### config.mk
export PLATFORM = sky130hd
export DESIGN_NAME = pept_top
export DESIGN_NICKNAME = d
export VERILOG_FILES = /design/src/pept_pkg.sv /design/src/pept_pulse_if.sv /design/src/pept_pulse_gen.sv /design/src/pept_top.sv
export SDC_FILE = /design/constraint.sdc
export NUM_CORES = 1
export LEC_CHECK = 0
export ABC_CLOCK_PERIOD_IN_PS = 3000
export BUFFER_PORTS_ARGS = -buffer_cell sky130_fd_sc_hd__buf_2
export CAP_MARGIN = 10
export CORE_MARGIN = 4
export CORE_UTILIZATION = 33
export DETAILED_ROUTE_END_ITERATION = 12
export PLACE_DENSITY = 0.55
export SLEW_MARGIN = 20
export SYNTH_ARGS = -nofsm -noshare
export SYNTH_HDL_FRONTEND = slang
export SYNTH_HIERARCHICAL = 1
export SYNTH_SLANG_ARGS = --single-unit
### constraint.sdc
create_clock -name CORE_CLK -period 3 [get_ports CORE_CLK]
set_clock_uncertainty 0.05 [all_clocks]
set_input_delay 0.6 -clock CORE_CLK [delete_from_list [all_inputs] [get_ports CORE_CLK]]
set_output_delay 0.6 -clock CORE_CLK [all_outputs]
set_load 0.005 [all_outputs]
### src/pept_pkg.sv
// Purpose: shared constants for the pulse-echo position timer channel
// Assumes: one core clock, APB register access with 32-bit data
// Notes: offsets are byte addresses of aligned words
package pept_pkg;
  localparam int unsigned CORE_CLK_HZ = 40000000;
  localparam int unsigned CORE_PERIOD_NS = 25;
  // lsb of the latched timer is one core clock period
  localparam int unsigned HF_PERIOD_PS = 8477;
  localparam int unsigned HF_PERIOD_NEW_PS = 1667;
  localparam int unsigned TIMER_W = 24;
  localparam int unsigned WORD_W = 32;
  localparam int unsigned WORD_PAD = WORD_W - TIMER_W;
  localparam int unsigned CMD_W = 24;
  localparam int unsigned FMT_W = 4;
  localparam int unsigned DEC_W = 4;
  localparam int unsigned WID_W = 8;
  localparam int unsigned DIV_W = 8;
  localparam int unsigned FMT_PFM_BIT = 1;
  localparam logic [DEC_W-1:0] DEC_PULSE_ECHO = 4'hc;
  // register offsets
  localparam logic [7:0] OFS_FORMAT = 8'h00;
  localparam logic [7:0] OFS_DECODE = 8'h04;
  localparam logic [7:0] OFS_FREQ = 8'h08;
  localparam logic [7:0] OFS_WIDTH = 8'h0c;
  localparam logic [7:0] OFS_CLKDIV = 8'h10;
  localparam logic [7:0] OFS_ECHO = 8'h14;
  localparam logic [7:0] OFS_COUNT = 8'h18;
  // reset values
  localparam logic [FMT_W-1:0] RST_FORMAT = 4'h0;
  localparam logic [DEC_W-1:0] RST_DECODE = 4'h0;
  localparam logic [CMD_W-1:0] RST_FREQ = 24'h000000;
  localparam logic [WID_W-1:0] RST_WIDTH = 8'h0f;
  localparam logic [DIV_W-1:0] RST_CLKDIV = 8'h00;
endpackage

### src/pept_pulse_if.sv
// Purpose: carrier between the channel top and the excitation generator
// Assumes: single clock domain
// Notes: tick marks one pulse-modulation clock period
`timescale 1ns/1ps
interface pept_pulse_if;
  logic tick;
  logic enable;
  logic [pept_pkg::CMD_W-1:0] freq_cmd;
  logic [pept_pkg::WID_W-1:0] width;
  logic pulse;
  modport ctrl (output tick, output enable, output freq_cmd, output width, input pulse);
  modport gen (input tick, input enable, input freq_cmd, input width, output pulse);
endinterface

### src/pept_pulse_gen.sv
// Purpose: phase-accumulator excitation pulse generator
// Assumes: tick is a one-cycle strobe at the pulse-modulation rate
// Notes: a carry while a pulse is still running is dropped
`timescale 1ns/1ps
module pept_pulse_gen (
  input wire logic clk, // core clock
  input wire logic rst, // synchronous reset, active high
  pept_pulse_if.gen pif // control and pulse
);
  logic [pept_pkg::CMD_W-1:0] acc_reg;
  logic [pept_pkg::WID_W-1:0] left_reg;
  logic pulse_reg;
  logic [pept_pkg::CMD_W:0] sum;

  // rate = cmd / 2^24 times the tick rate
  assign sum = {1'b0, acc_reg} + {1'b0, pif.freq_cmd};
  assign pif.pulse = pulse_reg;

  // accumulator advances once per tick
  always_ff @(posedge clk) begin
    if (rst || !pif.enable) begin
      acc_reg <= '0;
    end else if (pif.tick) begin
      acc_reg <= sum[pept_pkg::CMD_W-1:0];
    end
  end

  // pulse lasts width ticks; zero width still gives one tick
  always_ff @(posedge clk) begin
    if (rst || !pif.enable) begin
      pulse_reg <= 1'b0;
      left_reg <= '0;
    end else if (pif.tick) begin
      if (!pulse_reg && sum[pept_pkg::CMD_W]) begin
        pulse_reg <= 1'b1;
        left_reg <= pif.width;
      end else if (pulse_reg && left_reg <= 8'h01) begin
        pulse_reg <= 1'b0;
      end else if (pulse_reg) begin
        left_reg <= left_reg - 8'h01;
      end
    end
  end

  a_pulse_start: assert property (@(posedge clk) disable iff (rst)
    pif.enable && pif.tick && !pulse_reg && sum[pept_pkg::CMD_W] |=> pulse_reg)
    else $error("carry did not start a pulse");
  // while enabled, a running pulse may only end on a tick, so its length is counted in ticks
  a_pulse_hold: assert property (@(posedge clk) disable iff (rst)
    pif.enable && pulse_reg && !pif.tick |=> pulse_reg)
    else $error("pulse ended between ticks");
endmodule // pept_pulse_gen

### src/pept_top.sv
// Purpose: pulse-echo position timer channel with apb register access
// Assumes: ECHO_IN synchronous to CORE_CLK; timer counts CORE_CLK periods
// Notes: quadrature decode is not offered; echo mode owns the inputs
// Operation
// - pulse output when format bit 1 set
// - decode value twelve selects echo timing
// - timer clears on excitation falling edge
// - timer counts each clock until echo rise
// - echo rise latches timer into status
// - echo mode takes the encoder inputs
// - pulse counter still counts returned pulses
// - timer lsb equals one clock period
// - latch sits in upper 24 bits
// - rate is command over 2^24, not retained
// - pulse lasts width setting ticks, one tick for width zero, default fifteen
//
// The address map and the APB interface to the registers are this design's own decisions.
`timescale 1ns/1ps
module pept_top (
  input wire logic CORE_CLK, // core clock
  input wire logic RST, // synchronous reset, active high
  input wire logic PSEL, // apb select
  input wire logic PENABLE, // apb access phase
  input wire logic PWRITE, // apb direction
  input wire logic [7:0] PADDR, // apb byte address
  input wire logic [31:0] PWDATA, // apb write data
  output logic [31:0] PRDATA, // apb read data
  output logic PREADY, // apb ready
  output logic PSLVERR, // apb error, unmapped address
  input wire logic ECHO_IN, // return pulse from sensor
  output logic EXCITE_OUT // excitation pulse to sensor
);
  pept_pulse_if pif ();

  logic [pept_pkg::FMT_W-1:0] output_format_select_reg;
  logic [pept_pkg::DEC_W-1:0] feedback_decode_select_reg;
  logic [pept_pkg::CMD_W-1:0] freq_cmd_reg;
  logic [pept_pkg::WID_W-1:0] pulse_width_cycles_reg;
  logic [pept_pkg::DIV_W-1:0] clock_divider_setup_reg;
  logic [pept_pkg::DIV_W-1:0] div_cnt_reg;
  logic tick_reg;
  logic excite_reg;
  logic echo_d_reg;
  logic running_reg;
  logic [pept_pkg::TIMER_W-1:0] timer_reg;
  logic [pept_pkg::TIMER_W-1:0] echo_time_latch_reg;
  logic [31:0] pulse_count_reg;
  logic [31:0] prdata_reg;
  logic pready_reg;
  logic pslverr_reg;
  logic pfm_on;
  logic echo_mode;
  logic excite_fall;
  logic echo_rise;
  logic apb_done;
  logic [31:0] rd_next;
  logic hit;

  // true when the address maps to a register
  function automatic logic mapped(input logic [7:0] a);
    mapped = (a == pept_pkg::OFS_FORMAT) || (a == pept_pkg::OFS_DECODE) || (a == pept_pkg::OFS_FREQ) ||
             (a == pept_pkg::OFS_WIDTH) || (a == pept_pkg::OFS_CLKDIV) || (a == pept_pkg::OFS_ECHO) ||
             (a == pept_pkg::OFS_COUNT);
  endfunction

  // mode decode
  assign pfm_on = output_format_select_reg[pept_pkg::FMT_PFM_BIT];
  assign echo_mode = (feedback_decode_select_reg == pept_pkg::DEC_PULSE_ECHO);
  assign excite_fall = excite_reg && !pif.pulse;
  assign echo_rise = ECHO_IN && !echo_d_reg;
  assign apb_done = PSEL && PENABLE && pready_reg;
  assign hit = mapped(PADDR);

  // generator hookup; disabled while the output is width-modulated
  assign pif.tick = tick_reg;
  assign pif.enable = pfm_on;
  assign pif.freq_cmd = freq_cmd_reg;
  assign pif.width = pulse_width_cycles_reg;

  pept_pulse_gen u_gen (
    .clk(CORE_CLK),
    .rst(RST),
    .pif(pif)
  );

  // pulse-modulation clock divider: tick every div+1 cycles
  always_ff @(posedge CORE_CLK) begin
    if (RST) begin
      div_cnt_reg <= '0;
      tick_reg <= 1'b0;
    end else if (div_cnt_reg >= clock_divider_setup_reg) begin
      div_cnt_reg <= '0;
      tick_reg <= 1'b1;
    end else begin
      div_cnt_reg <= div_cnt_reg + 8'h01;
      tick_reg <= 1'b0;
    end
  end

  // output pin; width-modulated form is not built, pin idles low
  always_ff @(posedge CORE_CLK) begin
    if (RST) begin
      excite_reg <= 1'b0;
    end else begin
      excite_reg <= pif.pulse && pfm_on;
    end
  end

  // echo edge history
  always_ff @(posedge CORE_CLK) begin
    if (RST) begin
      echo_d_reg <= 1'b0;
    end else begin
      echo_d_reg <= ECHO_IN;
    end
  end

  // echo timer: clear on excitation fall, count, latch on echo rise
  always_ff @(posedge CORE_CLK) begin
    if (RST) begin
      running_reg <= 1'b0;
      timer_reg <= '0;
      echo_time_latch_reg <= '0;
    end else if (!echo_mode) begin
      running_reg <= 1'b0;
    end else if (excite_fall) begin
      running_reg <= 1'b1;
      timer_reg <= '0;
    end else if (running_reg && echo_rise) begin
      running_reg <= 1'b0;
      echo_time_latch_reg <= timer_reg;
    end else if (running_reg) begin
      timer_reg <= timer_reg + 24'h000001;
    end
  end

  // returned pulses are still counted, position aside
  always_ff @(posedge CORE_CLK) begin
    if (RST) begin
      pulse_count_reg <= '0;
    end else if (echo_mode && echo_rise) begin
      pulse_count_reg <= pulse_count_reg + 32'h00000001;
    end
  end

  // register writes land on the completing access edge
  always_ff @(posedge CORE_CLK) begin
    if (RST) begin
      output_format_select_reg <= pept_pkg::RST_FORMAT;
      feedback_decode_select_reg <= pept_pkg::RST_DECODE;
      freq_cmd_reg <= pept_pkg::RST_FREQ;
      pulse_width_cycles_reg <= pept_pkg::RST_WIDTH;
      clock_divider_setup_reg <= pept_pkg::RST_CLKDIV;
    end else if (apb_done && PWRITE) begin
      case (PADDR)
        pept_pkg::OFS_FORMAT: output_format_select_reg <= PWDATA[pept_pkg::FMT_W-1:0];
        pept_pkg::OFS_DECODE: feedback_decode_select_reg <= PWDATA[pept_pkg::DEC_W-1:0];
        pept_pkg::OFS_FREQ: freq_cmd_reg <= PWDATA[pept_pkg::CMD_W-1:0];
        pept_pkg::OFS_WIDTH: pulse_width_cycles_reg <= PWDATA[pept_pkg::WID_W-1:0];
        pept_pkg::OFS_CLKDIV: clock_divider_setup_reg <= PWDATA[pept_pkg::DIV_W-1:0];
        default: ;
      endcase
    end
  end

  // read mux; unmapped reads give zero
  always_comb begin
    rd_next = '0;
    case (PADDR)
      pept_pkg::OFS_FORMAT: rd_next = {28'h0000000, output_format_select_reg};
      pept_pkg::OFS_DECODE: rd_next = {28'h0000000, feedback_decode_select_reg};
      pept_pkg::OFS_FREQ: rd_next = {8'h00, freq_cmd_reg};
      pept_pkg::OFS_WIDTH: rd_next = {24'h000000, pulse_width_cycles_reg};
      pept_pkg::OFS_CLKDIV: rd_next = {24'h000000, clock_divider_setup_reg};
      pept_pkg::OFS_ECHO: rd_next = {echo_time_latch_reg, {pept_pkg::WORD_PAD{1'b0}}};
      pept_pkg::OFS_COUNT: rd_next = pulse_count_reg;
      default: rd_next = '0;
    endcase
  end

  // one wait state keeps ready and read data on flops
  always_ff @(posedge CORE_CLK) begin
    if (RST) begin
      pready_reg <= 1'b0;
      pslverr_reg <= 1'b0;
      prdata_reg <= '0;
    end else if (PSEL && PENABLE && !pready_reg) begin
      pready_reg <= 1'b1;
      pslverr_reg <= !hit;
      prdata_reg <= PWRITE ? 32'h00000000 : rd_next;
    end else begin
      pready_reg <= 1'b0;
      pslverr_reg <= 1'b0;
    end
  end

  assign PRDATA = prdata_reg;
  assign PREADY = pready_reg;
  assign PSLVERR = pslverr_reg;
  assign EXCITE_OUT = excite_reg;

  a_timer_clear: assert property (@(posedge CORE_CLK) disable iff (RST)
    echo_mode && excite_fall |=> timer_reg == 24'h000000 && running_reg)
    else $error("timer not cleared on excitation fall");
  a_timer_count: assert property (@(posedge CORE_CLK) disable iff (RST)
    echo_mode && running_reg && !echo_rise && !excite_fall |=> timer_reg == $past(timer_reg) + 24'h000001)
    else $error("timer did not advance by one");
  a_latch_capture: assert property (@(posedge CORE_CLK) disable iff (RST)
    echo_mode && running_reg && echo_rise && !excite_fall |=> echo_time_latch_reg == $past(timer_reg) && !running_reg)
    else $error("echo edge did not latch the timer");
  // read data is taken on the first access cycle, so compare against the latch as it stood then
  a_word_layout: assert property (@(posedge CORE_CLK) disable iff (RST)
    PSEL && PENABLE && !pready_reg && !PWRITE && PADDR == pept_pkg::OFS_ECHO
    |=> PRDATA[7:0] == 8'h00 && PRDATA[31:8] == $past(echo_time_latch_reg))
    else $error("echo word layout wrong");
  a_pfm_gate: assert property (@(posedge CORE_CLK) disable iff (RST)
    !pfm_on |=> !EXCITE_OUT)
    else $error("excitation while not in pulse format");
  a_mode_excl: assert property (@(posedge CORE_CLK) disable iff (RST)
    !echo_mode |=> !running_reg && $stable(echo_time_latch_reg))
    else $error("echo timing outside echo decode");
  a_count_echo: assert property (@(posedge CORE_CLK) disable iff (RST)
    echo_mode && echo_rise |=> pulse_count_reg == $past(pulse_count_reg) + 32'h00000001)
    else $error("returned pulse not counted");
  a_apb_ready: assert property (@(posedge CORE_CLK) disable iff (RST)
    PSEL && PENABLE && !pready_reg |=> PREADY ##1 !PREADY)
    else $error("apb ready not one cycle after access");
  c_echo_latch: cover property (@(posedge CORE_CLK) disable iff (RST) echo_mode && running_reg && echo_rise);
  c_excite_pulse: cover property (@(posedge CORE_CLK) disable iff (RST) $fell(EXCITE_OUT) && echo_mode);
  c_bad_addr: cover property (@(posedge CORE_CLK) disable iff (RST) PREADY && PSLVERR);
endmodule // pept_top

=== Yosys cells after proc, flatten, opt, wreduce, memory -nomap -nowiden ===
Index checks and enable logic that the tools add are counted.

* Eq/ne operators: 9
* Muxes and demuxes: 14
* Magnitude comparators: 2
* Bitwise operators: 3
* Reductions and logical operators: 40
* Add/subtract/negate cells: 5

{| class="wikitable"
|+ Operator list
! kind !! number
|-
| $pmux 32 s7 || 1
|-
| $mux 24 || 3
|-
| $add 32x1->32 const B || 1
|-
| $mux 32 || 1
|-
| $add 24x24->25 || 1
|-
| $add 24x1->24 const B || 1
|-
| $eq 8x5->1 const B || 3
|-
| $mux 8 || 3
|-
| $eq 8x4->1 const B || 2
|-
| $reduce_and 2->1 || 6
|-
| $logic_and 1x1->1 || 11
|-
| $reduce_and 3->1 || 3
|-
| $add 8x1->8 const B || 1
|-
| $eq 8x3->1 const B || 1
|-
| $ge 8x8->1 || 1
|-
| $le 8x1->1 const B || 1
|-
| $logic_not 8->1 || 1
|-
| $reduce_bool 2->1 || 4
|-
| $sub 8x1->8 const B || 1
|-
| $logic_or 1x1->1 || 7
|-
| $mux 1 || 6
|-
| $reduce_or 2->1 || 3
|-
| $logic_not 1->1 || 5
|-
| $eq 4x4->1 const B || 1
|-
| 3 further kinds || 5
|}

* Logic and storage cells: 92
* Output and inout bits: 35
* Input port bits: 46
* Register bits after elaboration: 207

=== Longest topological paths before layout ===
Gate-level depths: netlist of run 1.

* Depth after elaboration: 8
* Gate-level depth with buffers: 10
* Depth with buffers taken out: 9

=== Cells and area by module ===
The synthesis of run 1 kept the hierarchy.

{| class="wikitable"
|+ By module, submodules not included
! module !! area an instance (um^2) !! times used !! cells each
|-
| pept_top || 7651.1 || 1 || 906
|-
| pept_pulse_gen || 2676.3 || 1 || 329
|}

=== Worst setup path before layout of run 1 ===
Ideal clock, no wire load.

* Path type: register to register
* Start point: register freq_cmd_reg[0] in the netlist's numbering
* End point: register u_gen/left_reg[6] in the netlist's numbering
* Path slack: 0.411 ns
* Cell stages (with the launch flop): 10
* Data arrival time: 2.481 ns
* Period minus slack after synthesis: 2.589 ns
* Buffers on the path: 1
* Data required time: 2.891 ns
* Cell sequence: dfxtp_1 ha_1 fa_1 a21oi_2 o221a_4 and4_4 or4_4 buf_6 a2111oi_4 a22o_1

* Cells in the longest elaborated chain, start to end: 4
* Elaborated cells between the ends (all ways): 6
* Those cells by class: add/sub (1); eq/ne (1); mux (1); reduce/logical (3)

{| class="wikitable"
|+ RTL lines
! item !! line !! text
|-
| from (decl) || pept_top.sv:37 || <nowiki>logic [pept_pkg::CMD_W-1:0] freq_cmd_reg;</nowiki>
|-
| from (signal assigned) || pept_top.sv:151 || <nowiki>freq_cmd_reg <= pept_pkg::RST_FREQ;</nowiki>
|-
| from (signal assigned) || pept_top.sv:158 || <nowiki>pept_pkg::OFS_FREQ: freq_cmd_reg <= PWDATA[pept_pkg::CMD_W-1:0];</nowiki>
|-
| $add 24x24->25 * || pept_pulse_gen.sv:16 || <nowiki>assign sum = {1'b0, acc_reg} + {1'b0, pif.freq_cmd};</nowiki>
|-
| $logic_and 1x1->1 * || pept_pulse_gen.sv:34 || <nowiki>if (!pulse_reg && sum[pept_pkg::CMD_W]) begin</nowiki>
|-
| $ne 2x1->1 (no source line) / $reduce_bool 2->1 (equally long branches) || - ||
|-
| $reduce_and 3->1 (no source line) || - ||
|-
| to (signal assigned) || pept_pulse_gen.sv:36 || <nowiki>left_reg <= pif.width;</nowiki>
|-
| to (signal assigned) || pept_pulse_gen.sv:40 || <nowiki>left_reg <= left_reg - 8'h01;</nowiki>
|-
| to (decl) || pept_pulse_gen.sv:11 || <nowiki>logic [pept_pkg::WID_W-1:0] left_reg;</nowiki>
|}

Every way passes the cells marked *; elsewhere a longest branch is shown, timed or not.
A chain may end at the register's enable or synchronous reset.

=== Final worst setup path of run 1 ===
* Start point: register freq_cmd_reg[0] in the netlist's numbering
* End point: register u_gen/left_reg[7] in the netlist's numbering

Same word-level chain as after synthesis.

==> results of run 1 <==
[synth_stat cells, types with 9 or more instances]
master	number
sky130_fd_sc_hd__mux2i_1	49
sky130_fd_sc_hd__o21ai_0	52
sky130_fd_sc_hd__xnor2_1	47
sky130_fd_sc_hd__and3_1	12
sky130_fd_sc_hd__a21o_1	14
sky130_fd_sc_hd__a21oi_1	107
sky130_fd_sc_hd__or3_1	9
sky130_fd_sc_hd__ha_1	37
sky130_fd_sc_hd__nor2b_1	16
sky130_fd_sc_hd__xor2_1	24
sky130_fd_sc_hd__clkbuf_1	42
sky130_fd_sc_hd__nand2_1	162
sky130_fd_sc_hd__a22o_1	9
sky130_fd_sc_hd__a22oi_1	24
sky130_fd_sc_hd__inv_1	26
sky130_fd_sc_hd__nand4_1	18
sky130_fd_sc_hd__buf_2	12
sky130_fd_sc_hd__nand3_1	45
sky130_fd_sc_hd__nor3_1	16
sky130_fd_sc_hd__dfxtp_1	207
sky130_fd_sc_hd__nor2_1	157
[repair_timing]
action / in CTS / in global routing
setup endpoints to repair: 0 / 2
gates resized for setup: 0 / 0
hold buffers: 0 / 0
[layer usage]
metal / up-vias / routed length [um] / global-route usage (%) / share of wire, %
met5: - / 0 / 0 / 0
met4: 0 / 523 / 3.99 / 1.8
met3: 42 / 1490 / 2.91 / 5.3
met2: 196 / 12800 / 26.4 / 45
met1: 4117 / 13500 / 23.2 / 48
li1: 4466 / - / - / -
[power by group]
part           switching (W)  internal [W]  total, W
Clock                0.00118       0.00188   0.00306
Combinational       0.000111     0.0000507  0.000162
Sequential        0.00000513       0.00275   0.00276
Total                0.00129       0.00469   0.00598
[area by class of cell]
class                   instances  area [um2]  area share (%)
flip-flops and latches        207        4140            34.7
repair buffers                101         581            4.86
clock buffers                  34         699            5.86
clock inverters                10         134            1.12
inverters                      26        97.6           0.818
well taps                     396         495            4.15
multi-input cells             936        5780            48.5
[cell families (layout without fill, tap and decap cells)]
logic type	count (synthesis)	count (layout)
muxes	57	57
buffers and inverters	92	171
DFF	207	207
and+or+nand+nor	507	507
adders and majority gates	38	38
AOI/OAI and AO/OA	263	263
xor gates and xnor gates	71	71
[cells in the final DEF, fill, tap and decap left out, drive strengths merged, types with 10 or more instances in the layout]
| cell type | n |
|---|---|
| a21o | 14 |
| a21oi | 110 |
| a22oi | 24 |
| and3 | 15 |
| buf | 101 |
| clkbuf | 34 |
| dfxtp | 207 |
| ha | 37 |
| inv | 27 |
| mux2i | 49 |
| nand2 | 162 |
| nand3 | 45 |
| nand4 | 18 |
| nor2 | 159 |
| nor2b | 16 |
| nor3 | 23 |
| o21ai | 54 |
| or3 | 10 |
| xnor2 | 47 |
| xor2 | 24 |
[per-stage QoR]
step / total power (W) / cells
final: 0.00598 / 1710
after global routing: 0.00620 / 1710
after CTS: 0.00607 / 1710
after detailed placement: 0.00298 / 1666
after global placement: 0.00298 / 1666
after floorplan: 0.00290 / 1235
[worst min path at each step]
stage	from	end	slack, ns	cells after the start
6_report	PWDATA[13]	freq_cmd_reg[13]	0.27	3
5_1_grt	PWDATA[21]	freq_cmd_reg[21]	0.26	3
4_1_cts	PWDATA[13]	freq_cmd_reg[13]	0.24	3
3_5_place_dp	PRDATA[9]	PRDATA[9]	0.39	2
3_3_place_gp	PRDATA[18]	PRDATA[18]	0.38	2
2_1_floorplan	u_gen/acc_reg[18]	u_gen/acc_reg[18]	0.38	2
[critical path, delay by kind of cell, from the launching register on]
| family | cells | cell delay [ns] |
|---|---|---|
| AND/OR/NAND/NOR | 2 | 0.80 |
| flip-flops | 1 | 0.40 |
| AO/OA/AOI/OAI | 5 | 0.98 |
| adder cells (fa/ha/maj) | 2 | 0.47 |
==> flow_summary.rst, run 1 <==
.. list-table::
   :header-rows: 1

   * - Metric
     - Value
   * - Number of port buffers
     - 72
   * - Fin crit share
     - 93.6%
   * - Worst rel slew slack
     - 25.4%
   * - Instance area at placement
     - about 11000 um2
   * - Setup Slack @ Placement
     - 0.167 ns
   * - Cell row count
     - 64
   * - Number of distinct library cell variants in the gate-level netlist after synthesis
     - 74
   * - Number of buffers inserted during clock tree synthesis
     - 25
   * - Post-DR wirelength/cell
     - about 17 um
   * - Final RePlAce weighted congestion
     - 0.894
   * - Share of cells above drive strength 1
     - 13.9%
   * - Synthesized area per cell
     - 8.36 um2
   * - Achievable clock frequency
     - 356 MHz
   * - Last element of the critical path
     - u_gen/left_reg[7]
   * - Fillers
     - between 3000 and 4000
   * - Mux share of post-synthesis cell area
     - 5.62%
   * - Reg-to-reg endpoint
     - u_gen/left_reg[7]
   * - Detailed-router iteration count before antenna repair
     - 5
   * - Initial antenna violation count
     - 0
   * - Largest stage delay on the critical path
     - 0.60 ns
   * - Total Negative Setup Slacks
     - 0 ns
   * - Peak ir drop on the vdd network
     - 0.432 mV
   * - Post-DP HPWL
     - 20500 um
   * - DRC violation count after routing
     - 0
   * - Detailed Route Iter0 Violations
     - 633
   * - Via count of the first global-routing pass
     - 8412
   * - Pwr dens
     - 501 nW/um2
   * - Share of the synthesized area in the top cell type
     - around 40%
   * - Number of setup buffers added after CTS
     - 0
   * - Final slew viol count
     - 0
   * - Number of clock sinks seen by CTS
     - 207
   * - Largest family of logic cells by synthesized area
     - simple AND/OR/NAND/NOR gates
   * - R2R Setup Slk
     - 0.19 ns
   * - Number of enable flip-flop cells after synthesis
     - 0
   * - Tightest hold margin
     - 0.268 ns
   * - Clock tree from TritonCTS
     - yes
   * - Synthesized-area fraction occupied by ao, oa, aoi and oai cells
     - 15.8%
   * - Critical Path, Cell by Cell
     - ha_1 -> fa_1 -> a21oi_2 -> o221a_4 -> and4_4 -> or4_4 -> a2111oi_4 -> a32oi_1 -> o21ai_0
   * - Synthesized net count
     - 1319
   * - Routed vias/inst
     - 5.16
   * - Maximum number of pins on one net before global-route repair
     - 53
   * - Leak
     - approximately 4.4 nW
   * - Number of top-level design ports
     - 81
   * - Cell area after synthesis
     - 10300 um2
   * - Adder-Cell Fraction of Synth Area
     - 4.68%
   * - Asr flop ratio synth
     - 0%
   * - Area added between synthesis and finish
     - 15.6%
   * - Die span in x
     - 185 um
   * - Cells taking the most area after synthesis
     - sky130_fd_sc_hd__dfxtp_1 40%, sky130_fd_sc_hd__nand2_1 5.9%, sky130_fd_sc_hd__nor2_1 5.7%
   * - Initial standard-cell utilization of the core
     - 33.6%
   * - Final core utilization
     - roughly two fifths
   * - Deepest level of the CTS H-tree
     - 1
   * - Final count of hold timing violations
     - 0
   * - Critical Path Start
     - freq_cmd_reg[0]
   * - Final Cell Area
     - 11900 um2
   * - Required @ worst endpoint
     - 3.39 ns
   * - Global-route wire length before repair
     - 45700 um
   * - Remaining antenna violation count after routing
     - 0
   * - CTS root buffer
     - sky130_fd_sc_hd__clkbuf_16
   * - Smallest setup slack after layout
     - between 0.15 and 0.2 ns
   * - Number of diodes added for antenna fixing
     - 0
   * - Synth Warn #
     - 6
   * - CTS clock-pin slew for the worst setup and hold paths
     - 0.06 ns
   * - Longest Clk Path Bufs
     - 3
   * - Startpoint of the worst register-to-register path
     - freq_cmd_reg[0]
   * - Layout net count
     - 1381
   * - Clk_lat worst skew
     - 0.52 ns
   * - Total of flip-flops plus latches after synthesis
     - 207
   * - Fraction of the yosys area taken by sequential cells
     - 40.1%
   * - Path category of the worst min-delay check
     - input port to register
   * - Xor and xnor fraction of the mapped netlist area
     - 6.02%
   * - Worst-path cell with the longest stage delay
     - sky130_fd_sc_hd__or4_4
   * - Signal arrival time at the worst endpoint
     - roughly 3.2 ns
   * - Area of the core
     - 30700 um2
   * - Outcome
     - complete, no violations
   * - Startpoint Class
     - register
   * - Number of endpoints failing setup at the final stage
     - 0
   * - Primary flip-flop cell chosen by synthesis mapping
     - sky130_fd_sc_hd__dfxtp_1
   * - RSZ-0062 raised after global routing
     - no
   * - GRT Resource Usage Total
     - ~16%
   * - Final wirelength
     - 28300 um
   * - Total number of vias
     - 8821
   * - Simple-gate portion of the synthesized area
     - 23.8%
   * - Cell type with the largest total area after synthesis
     - sky130_fd_sc_hd__dfxtp_1
   * - Instance count of the mapped netlist
     - 1235
   * - Maximum fanout encountered on the critical timing path
     - 6
   * - GRT Residual Overflow
     - 0
   * - Worst-margin pin slew
     - 1.12 ns
   * - Die height
     - 185 um
   * - Period minus WS final
     - 2.81 ns
   * - Critical path class
     - register to register
   * - Area of the die
     - 34200 um2
   * - Worst setup EP type
     - register
   * - Max cap viols
     - 0
   * - Worst reg-to-reg path cell count
     - 9
Note: power is estimated with default switching activity, not from simulation.
==> inputs of run 2 (changes only) <==
--- a/config.mk
+++ b/config.mk
@@ -12,6 +12,7 @@
 export CORE_UTILIZATION = 33
 export DETAILED_ROUTE_END_ITERATION = 12
 export PLACE_DENSITY = 0.55
+export SETUP_SLACK_MARGIN = 0.4
 export SLEW_MARGIN = 20
 export SYNTH_ARGS = -nofsm -noshare
 export SYNTH_HDL_FRONTEND = slang
==> run 2 against run 1 <==
  * Core utilization is 0.91 points higher
  * Register-to-register slack better by 0.26 ns
  * Power hardly changed
  * Critical path depth unchanged
  * Cell count up 0.35%
  * Global-route usage is essentially flat
  * Maximum frequency increased by 10%
  * Clock power hardly changed
  * Via count is 0.82% higher
  * Critical path type unchanged
  * Critical endpoint unchanged
==> flow_summary.rst, run 2 (same netlist as run 1, synthesis figures left out) <==
.. list-table::
   :header-rows: 1

   * - Metric
     - Value
   * - Outcome
     - complete, no violations
   * - Routed vias/inst
     - 5.18
   * - Pwr dens
     - 490 nW/um2
   * - Final std cells w/o fill
     - 1716
   * - Total Negative Setup Slacks
     - 0 ns
   * - Via count of the first global-routing pass
     - 8449
   * - Clock tree from TritonCTS
     - yes
   * - Final count of hold timing violations
     - 0
   * - Number of top-level design ports
     - 81
   * - Cell row count
     - 64
   * - Worst setup EP type
     - register
   * - Area added between synthesis and finish
     - 18.3%
   * - Post-DP HPWL
     - 20500 um
   * - Deepest level of the CTS H-tree
     - 1
   * - Peak ir drop on the vdd network
     - roughly 0.43 mV
   * - CTS root buffer
     - sky130_fd_sc_hd__clkbuf_16
   * - DRC violation count after routing
     - 0
   * - Max cap viols
     - 0
   * - Startpoint Class
     - register
   * - Post-DR wirelength/cell
     - around 17 um
   * - Largest stage delay on the critical path
     - 0.48 ns
   * - Reg-to-reg endpoint
     - u_gen/left_reg[7]
   * - Worst-margin pin slew
     - 1.11 ns
   * - Detailed-router iteration count before antenna repair
     - 5
   * - Share of cells above drive strength 1
     - 16.6%
   * - Bufs and invs on worst path
     - 0
   * - Worst reg-to-reg path cell count
     - 9
   * - Final RePlAce weighted congestion
     - roughly 0.9
   * - Cell total after placement
     - 1666
   * - Number of clock sinks seen by CTS
     - approximately 210
   * - Worst-path cell with the longest stage delay
     - sky130_fd_sc_hd__or4_4
   * - Initial antenna violation count
     - 0
   * - Global-route wire length before repair
     - 45800 um
   * - Last element of the critical path
     - u_gen/left_reg[7]
   * - Remaining antenna violation count after routing
     - 0
   * - Maximum fanout encountered on the critical timing path
     - 5
   * - Clk_lat worst skew
     - 0.52 ns
   * - Initial standard-cell utilization of the core
     - about a third
   * - Number of endpoints failing setup at the final stage
     - 0
   * - Layout net count
     - 1387
   * - R2R Setup Slk
     - 0.45 ns
   * - Number of diodes added for antenna fixing
     - 0
   * - Area of the die
     - ~34000 um2
   * - Worst rel slew slack
     - 26.0%
   * - Detailed Route Iter0 Violations
     - 647
   * - Achievable clock frequency
     - 393 MHz
   * - Final slew viol count
     - 0
   * - Critical Path Stages
     - 9
   * - Final wirelength
     - between 20000 and 30000 um
   * - Critical Path Start
     - freq_cmd_reg[0]
   * - GRT Resource Usage Total
     - 16.5%
   * - Die height
     - 185 um
   * - Critical Path, Cell by Cell
     - ha_4 -> fa_2 -> a21oi_2 -> o221a_4 -> and4_4 -> or4_4 -> a2111oi_4 -> a32oi_1 -> o21ai_1
   * - Area of the core
     - 30700 um2
   * - Startpoint of the worst register-to-register path
     - freq_cmd_reg[0]
   * - Largest delay share family, worst path
     - compound AO/OA/AOI/OAI gates
   * - Critical path class
     - register to register
   * - Maximum number of pins on one net before global-route repair
     - 53
   * - Die span in x
     - 185 um
   * - Commonest cells after routing, fill and taps aside
     - 198 x sky130_fd_sc_hd__dfxtp_1, 162 x sky130_fd_sc_hd__nand2_1, 156 x sky130_fd_sc_hd__nor2_1, 107 x sky130_fd_sc_hd__a21oi_1, 71 x sky130_fd_sc_hd__buf_2
   * - Number of buffers inserted during clock tree synthesis
     - 25
   * - Number of port buffers
     - 72
   * - CTS clock-pin slew for the worst setup and hold paths
     - ~0.060 ns
   * - Fin crit share
     - 84.9%
   * - Path category of the worst min-delay check
     - input port to register
   * - Longest Clk Path Bufs
     - 3
   * - Required @ worst endpoint
     - ~3.4 ns
   * - GRT Residual Overflow
     - 0
   * - Period minus WS final
     - 2.55 ns
   * - RSZ-0062 raised after global routing
     - yes
   * - Most common cell after layout, fill and taps aside
     - sky130_fd_sc_hd__dfxtp_1
   * - Leak
     - 4.42 nW
   * - Signal arrival time at the worst endpoint
     - 2.94 ns
   * - Total number of vias
     - 8893
[run 2: metal layers]
layer  vias up  global-route usage, %  share of wire (%)
met4         0                   3.99                1.9
met1      4175                   23.2                 47
met2       196                   26.4                 46
met5         -                      0                  0
li1       4479                      -                  -
met3        43                   2.91                5.0
[run 2: worst min-delay path by stage]
stage | start | end | slack, ns | cells after the start
after floorplan | u_gen/acc_reg[18] | u_gen/acc_reg[18] | 0.38 | 2
after global placement | PRDATA[18] | PRDATA[18] | 0.38 | 2
after detailed placement | PRDATA[9] | PRDATA[9] | 0.39 | 2
after CTS | PWDATA[13] | freq_cmd_reg[13] | 0.24 | 3
after global routing | PWDATA[21] | freq_cmd_reg[21] | 0.26 | 3
final | PWDATA[13] | freq_cmd_reg[13] | 0.27 | 3
[run 2: worst min-delay path, cell delays in order]
cell                      delay (ns)
sky130_fd_sc_hd__buf_2          0.09
sky130_fd_sc_hd__nand2_1        0.05
sky130_fd_sc_hd__a21oi_1        0.05
[run 2: final cells by class]
cell class	instances	area [um2]
clock buffers	34	699
clock inverters	10	134
fillers	3192	18500
inverters	26	97.6
multi-input cells	936	6000
flip-flops and latches	207	4160
well taps	396	495
repair buffers	107	626
[run 2: through the flow]
step / util (%) / hold WS [ns] / area (um2) / setup WS (ns) / total power [W]
after floorplan: - / 0.379 / 10300 / 0.411 / 0.00290
after global placement: 36.1 / 0.385 / 11100 / 0.195 / 0.00298
after detailed placement: 36.1 / 0.391 / 11100 / 0.167 / 0.00298
after CTS: 38.9 / 0.244 / 12000 / 0.384 / 0.00606
after global routing: 39.7 / 0.257 / 12200 / 0.362 / 0.00620
final: 39.7 / 0.266 / 12200 / 0.453 / 0.00598
[run 2: what timing repair did]
action                                  CTS  global route
gates resized for setup                   7            33
pin swaps                                 3            13
setup buffers                             1             5
hold buffers                              0             0
endpoints found under the setup margin   11            13
[run 2: power by group]
part           leakage (nW)  internal (W)  total (W)  switching (W)
clock                 0.406       0.00188    0.00306        0.00118
sequential             1.67       0.00275    0.00276     0.00000508
combinational          2.34     0.0000507   0.000162       0.000111
==> inputs of run 3 (changes only) <==
--- a/config.mk
+++ b/config.mk
@@ -5,13 +5,13 @@
 export SDC_FILE = /design/constraint.sdc
 export NUM_CORES = 1
 export LEC_CHECK = 0
-export ABC_CLOCK_PERIOD_IN_PS = 3000
+export ABC_CLOCK_PERIOD_IN_PS = 2250
 export BUFFER_PORTS_ARGS = -buffer_cell sky130_fd_sc_hd__buf_2
 export CAP_MARGIN = 10
 export CORE_MARGIN = 4
 export CORE_UTILIZATION = 33
 export DETAILED_ROUTE_END_ITERATION = 12
-export PLACE_DENSITY = 0.55
+export PLACE_DENSITY = 0.57
 export SETUP_SLACK_MARGIN = 0.4
 export SLEW_MARGIN = 20
 export SYNTH_ARGS = -nofsm -noshare
==> constraint.sdc (replaced) <==
create_clock -name CORE_CLK -period 2.25 [get_ports CORE_CLK]
set_clock_uncertainty 0.05 [all_clocks]
set_input_delay 0.45 -clock CORE_CLK [delete_from_list [all_inputs] [get_ports CORE_CLK]]
set_output_delay 0.45 -clock CORE_CLK [all_outputs]
set_load 0.005 [all_outputs]
==> run 3 against run 2 <==
  * The flow now finishes with violations (setup timing)
  * Worst setup slack got worse by 0.74 ns
  * Power increased by 34%
  * Cell count increased by 7.2%
  * Sequential share of layout area decreased by 3.5 points
  * Critical endpoint is now u_gen/left_reg[4]
  * Largest cell class unchanged
==> flow_summary.rst, run 3 (same netlist as run 1, synthesis figures left out) <==
.. list-table::
   :header-rows: 1

   * - Metric
     - Value
   * - Outcome
     - complete, but fails checks
   * - Violations in the final reports
     - setup timing
   * - Final slew viol count
     - 0
   * - Via count of the first global-routing pass
     - between 9000 and 10000
   * - Leak
     - 5.34 nW
   * - Clock tree from TritonCTS
     - yes
   * - Total number of vias
     - 9564
   * - Die height
     - 185 um
   * - CTS root buffer
     - sky130_fd_sc_hd__clkbuf_16
   * - Max cap viols
     - 0
   * - Worst-margin pin slew
     - 0.630 ns
   * - Smallest setup slack after layout
     - -0.288 ns
   * - Startpoint Class
     - register
   * - Fillers
     - 3064
   * - RSZ-0062 raised after global routing
     - yes
   * - Commonest cells after routing, fill and taps aside
     - 182 x sky130_fd_sc_hd__dfxtp_1, 160 x sky130_fd_sc_hd__nand2_1, 147 x sky130_fd_sc_hd__nor2_1, 132 x sky130_fd_sc_hd__buf_4, 98 x sky130_fd_sc_hd__a21oi_1
   * - Detailed Route Iter0 Violations
     - 482
   * - Number of buffers inserted during clock tree synthesis
     - 25
   * - Post-DP HPWL
     - approximately 22000 um
   * - Most common cell after layout, fill and taps aside
     - sky130_fd_sc_hd__dfxtp_1
   * - Critical path class
     - register to register
   * - Final wirelength
     - 31800 um
   * - Clk_lat worst skew
     - 0.52 ns
   * - Remaining antenna violation count after routing
     - 0
   * - Die span in x
     - ~180 um
   * - Worst rel slew slack
     - about 58%
   * - Number of diodes added for antenna fixing
     - 0
   * - Achievable clock frequency
     - 394 MHz
   * - Final RePlAce weighted congestion
     - 0.858
   * - Layout net count
     - about 1500
   * - Area added between synthesis and finish
     - 32.9%
   * - Signal arrival time at the worst endpoint
     - around 2.9 ns
   * - Final count of hold timing violations
     - 0
   * - GRT Residual Overflow
     - 0
   * - Global-route wire length before repair
     - between 40000 and 50000 um
   * - Pwr dens
     - between 500 and 600 nW/um2
   * - Period minus WS final
     - between 2 and 3 ns
   * - GRT Resource Usage Total
     - 17.6%
   * - Required @ worst endpoint
     - 2.65 ns
   * - Post-DR wirelength/cell
     - 17.3 um
   * - Longest Clk Path Bufs
     - 3
   * - Number of top-level design ports
     - 81
   * - Area of the die
     - approximately 34000 um2
   * - Maximum number of pins on one net before global-route repair
     - 68
   * - Detailed-router iteration count before antenna repair
     - 5
   * - Tightest hold margin
     - 0.114 ns
   * - Area of the core
     - just over 30000 um2
   * - CTS clock-pin slew for the worst setup and hold paths
     - 0.06 ns
   * - Final core utilization
     - about 45%
   * - Number of clock sinks seen by CTS
     - 207
   * - Routed vias/inst
     - roughly 5.2
   * - Worst setup EP type
     - register
   * - Deepest level of the CTS H-tree
     - 1
   * - Cell row count
     - 64
   * - Number of endpoints failing setup at the final stage
     - 20
   * - DRC violation count after routing
     - 0
   * - Peak ir drop on the vdd network
     - 0.426 mV
   * - Path category of the worst min-delay check
     - input port to register
   * - Share of cells above drive strength 1
     - 29.1%
   * - Initial antenna violation count
     - 0
   * - Maximum fanout encountered on the critical timing path
     - 6
   * - Fin crit share
     - 113%
   * - Number of port buffers
     - 72
   * - CTS Hold Bufs
     - 0
   * - Initial standard-cell utilization of the core
     - roughly a third
run 3: cell types whose count changed in the layout (fill, tap and decap cells not counted), sizes merged:
cell	previous run	this run
or4b	1	3
inv	27	26
clkbuf	34	32
clkinv	4	8
buf	107	227
run 3: layer usage:
| layer | global-route usage, % | part of all wire [%] | wire length (um) |
|---|---|---|---|
| met1 | 24.5 | 46 | 14600 |
| met2 | 29.0 | 47 | 15100 |
| met3 | 2.71 | 5.0 | 1600 |
| met4 | 3.85 | 1.7 | 539 |
| met5 | 0 | 0 | 0 |
run 3: timing repair:
item | 4_1_cts | 5_1_grt
buffers inserted | 18 | 15
gates cloned | 0 | 3
setup endpoints to repair | 73 | 91
gates resized for setup | 81 | 75
pin swaps | 53 | 34
run 3: critical path, stage by stage (launching register included):
cell,delay [ns]
sky130_fd_sc_hd__dfxtp_2,0.35
sky130_fd_sc_hd__ha_4,0.15
sky130_fd_sc_hd__fa_2,0.22
sky130_fd_sc_hd__a21oi_2,0.08
sky130_fd_sc_hd__o221a_4,0.23
sky130_fd_sc_hd__and4_4,0.20
sky130_fd_sc_hd__or4_4,0.55
sky130_fd_sc_hd__a2111oi_4,0.44
sky130_fd_sc_hd__a21oi_1,0.13
sky130_fd_sc_hd__o21ai_1,0.08
run 3: power breakdown:
group          leakage (nW)  total, W  internal (W)  switching [W]
combinational          3.25  0.000241     0.0000780       0.000163
sequential             1.68   0.00367       0.00366     0.00000298
clock                 0.409   0.00413       0.00249        0.00164
run 3: through the flow:
step	area, um2	instances	power, W	setup TNS (ns)	worst slack, ns
2_1_floorplan	10500	1235	0.00387	-0.897	-0.158
3_3_place_gp	12000	1758	0.00399	-2.09	-0.252
3_5_place_dp	12000	1758	0.00399	-2.45	-0.284
4_1_cts	13300	1821	0.00814	-2.52	-0.284
5_1_grt	13700	1839	0.00833	-4.83	-0.369
6_report	13700	1839	0.00804	-3.15	-0.288
run 3: cell type report:
cell class / instances / area [um2] / share of cell area [%]
inverters: 26 / 100 / 0.729
repair buffers: 227 / 1660 / 12.1
clock inverters: 13 / 160 / 1.17
well taps: 396 / 495 / 3.61
multi-input cells: 938 / 6440 / 47.0
clock buffers: 32 / 682 / 4.97
flip-flops and latches: 207 / 4190 / 30.5
run 3: worst paths after layout:
path	start	end	slack [ns]	depth (start not counted)
worst min register to register	PRDATA[20]	PRDATA[20]	0.40	2
worst max-delay path	u_gen/acc_reg[0]	u_gen/left_reg[4]	-0.29	9
worst max register to register	u_gen/acc_reg[0]	u_gen/left_reg[4]	-0.29	9
worst min-delay path	PWDATA[13]	freq_cmd_reg[13]	0.11	3
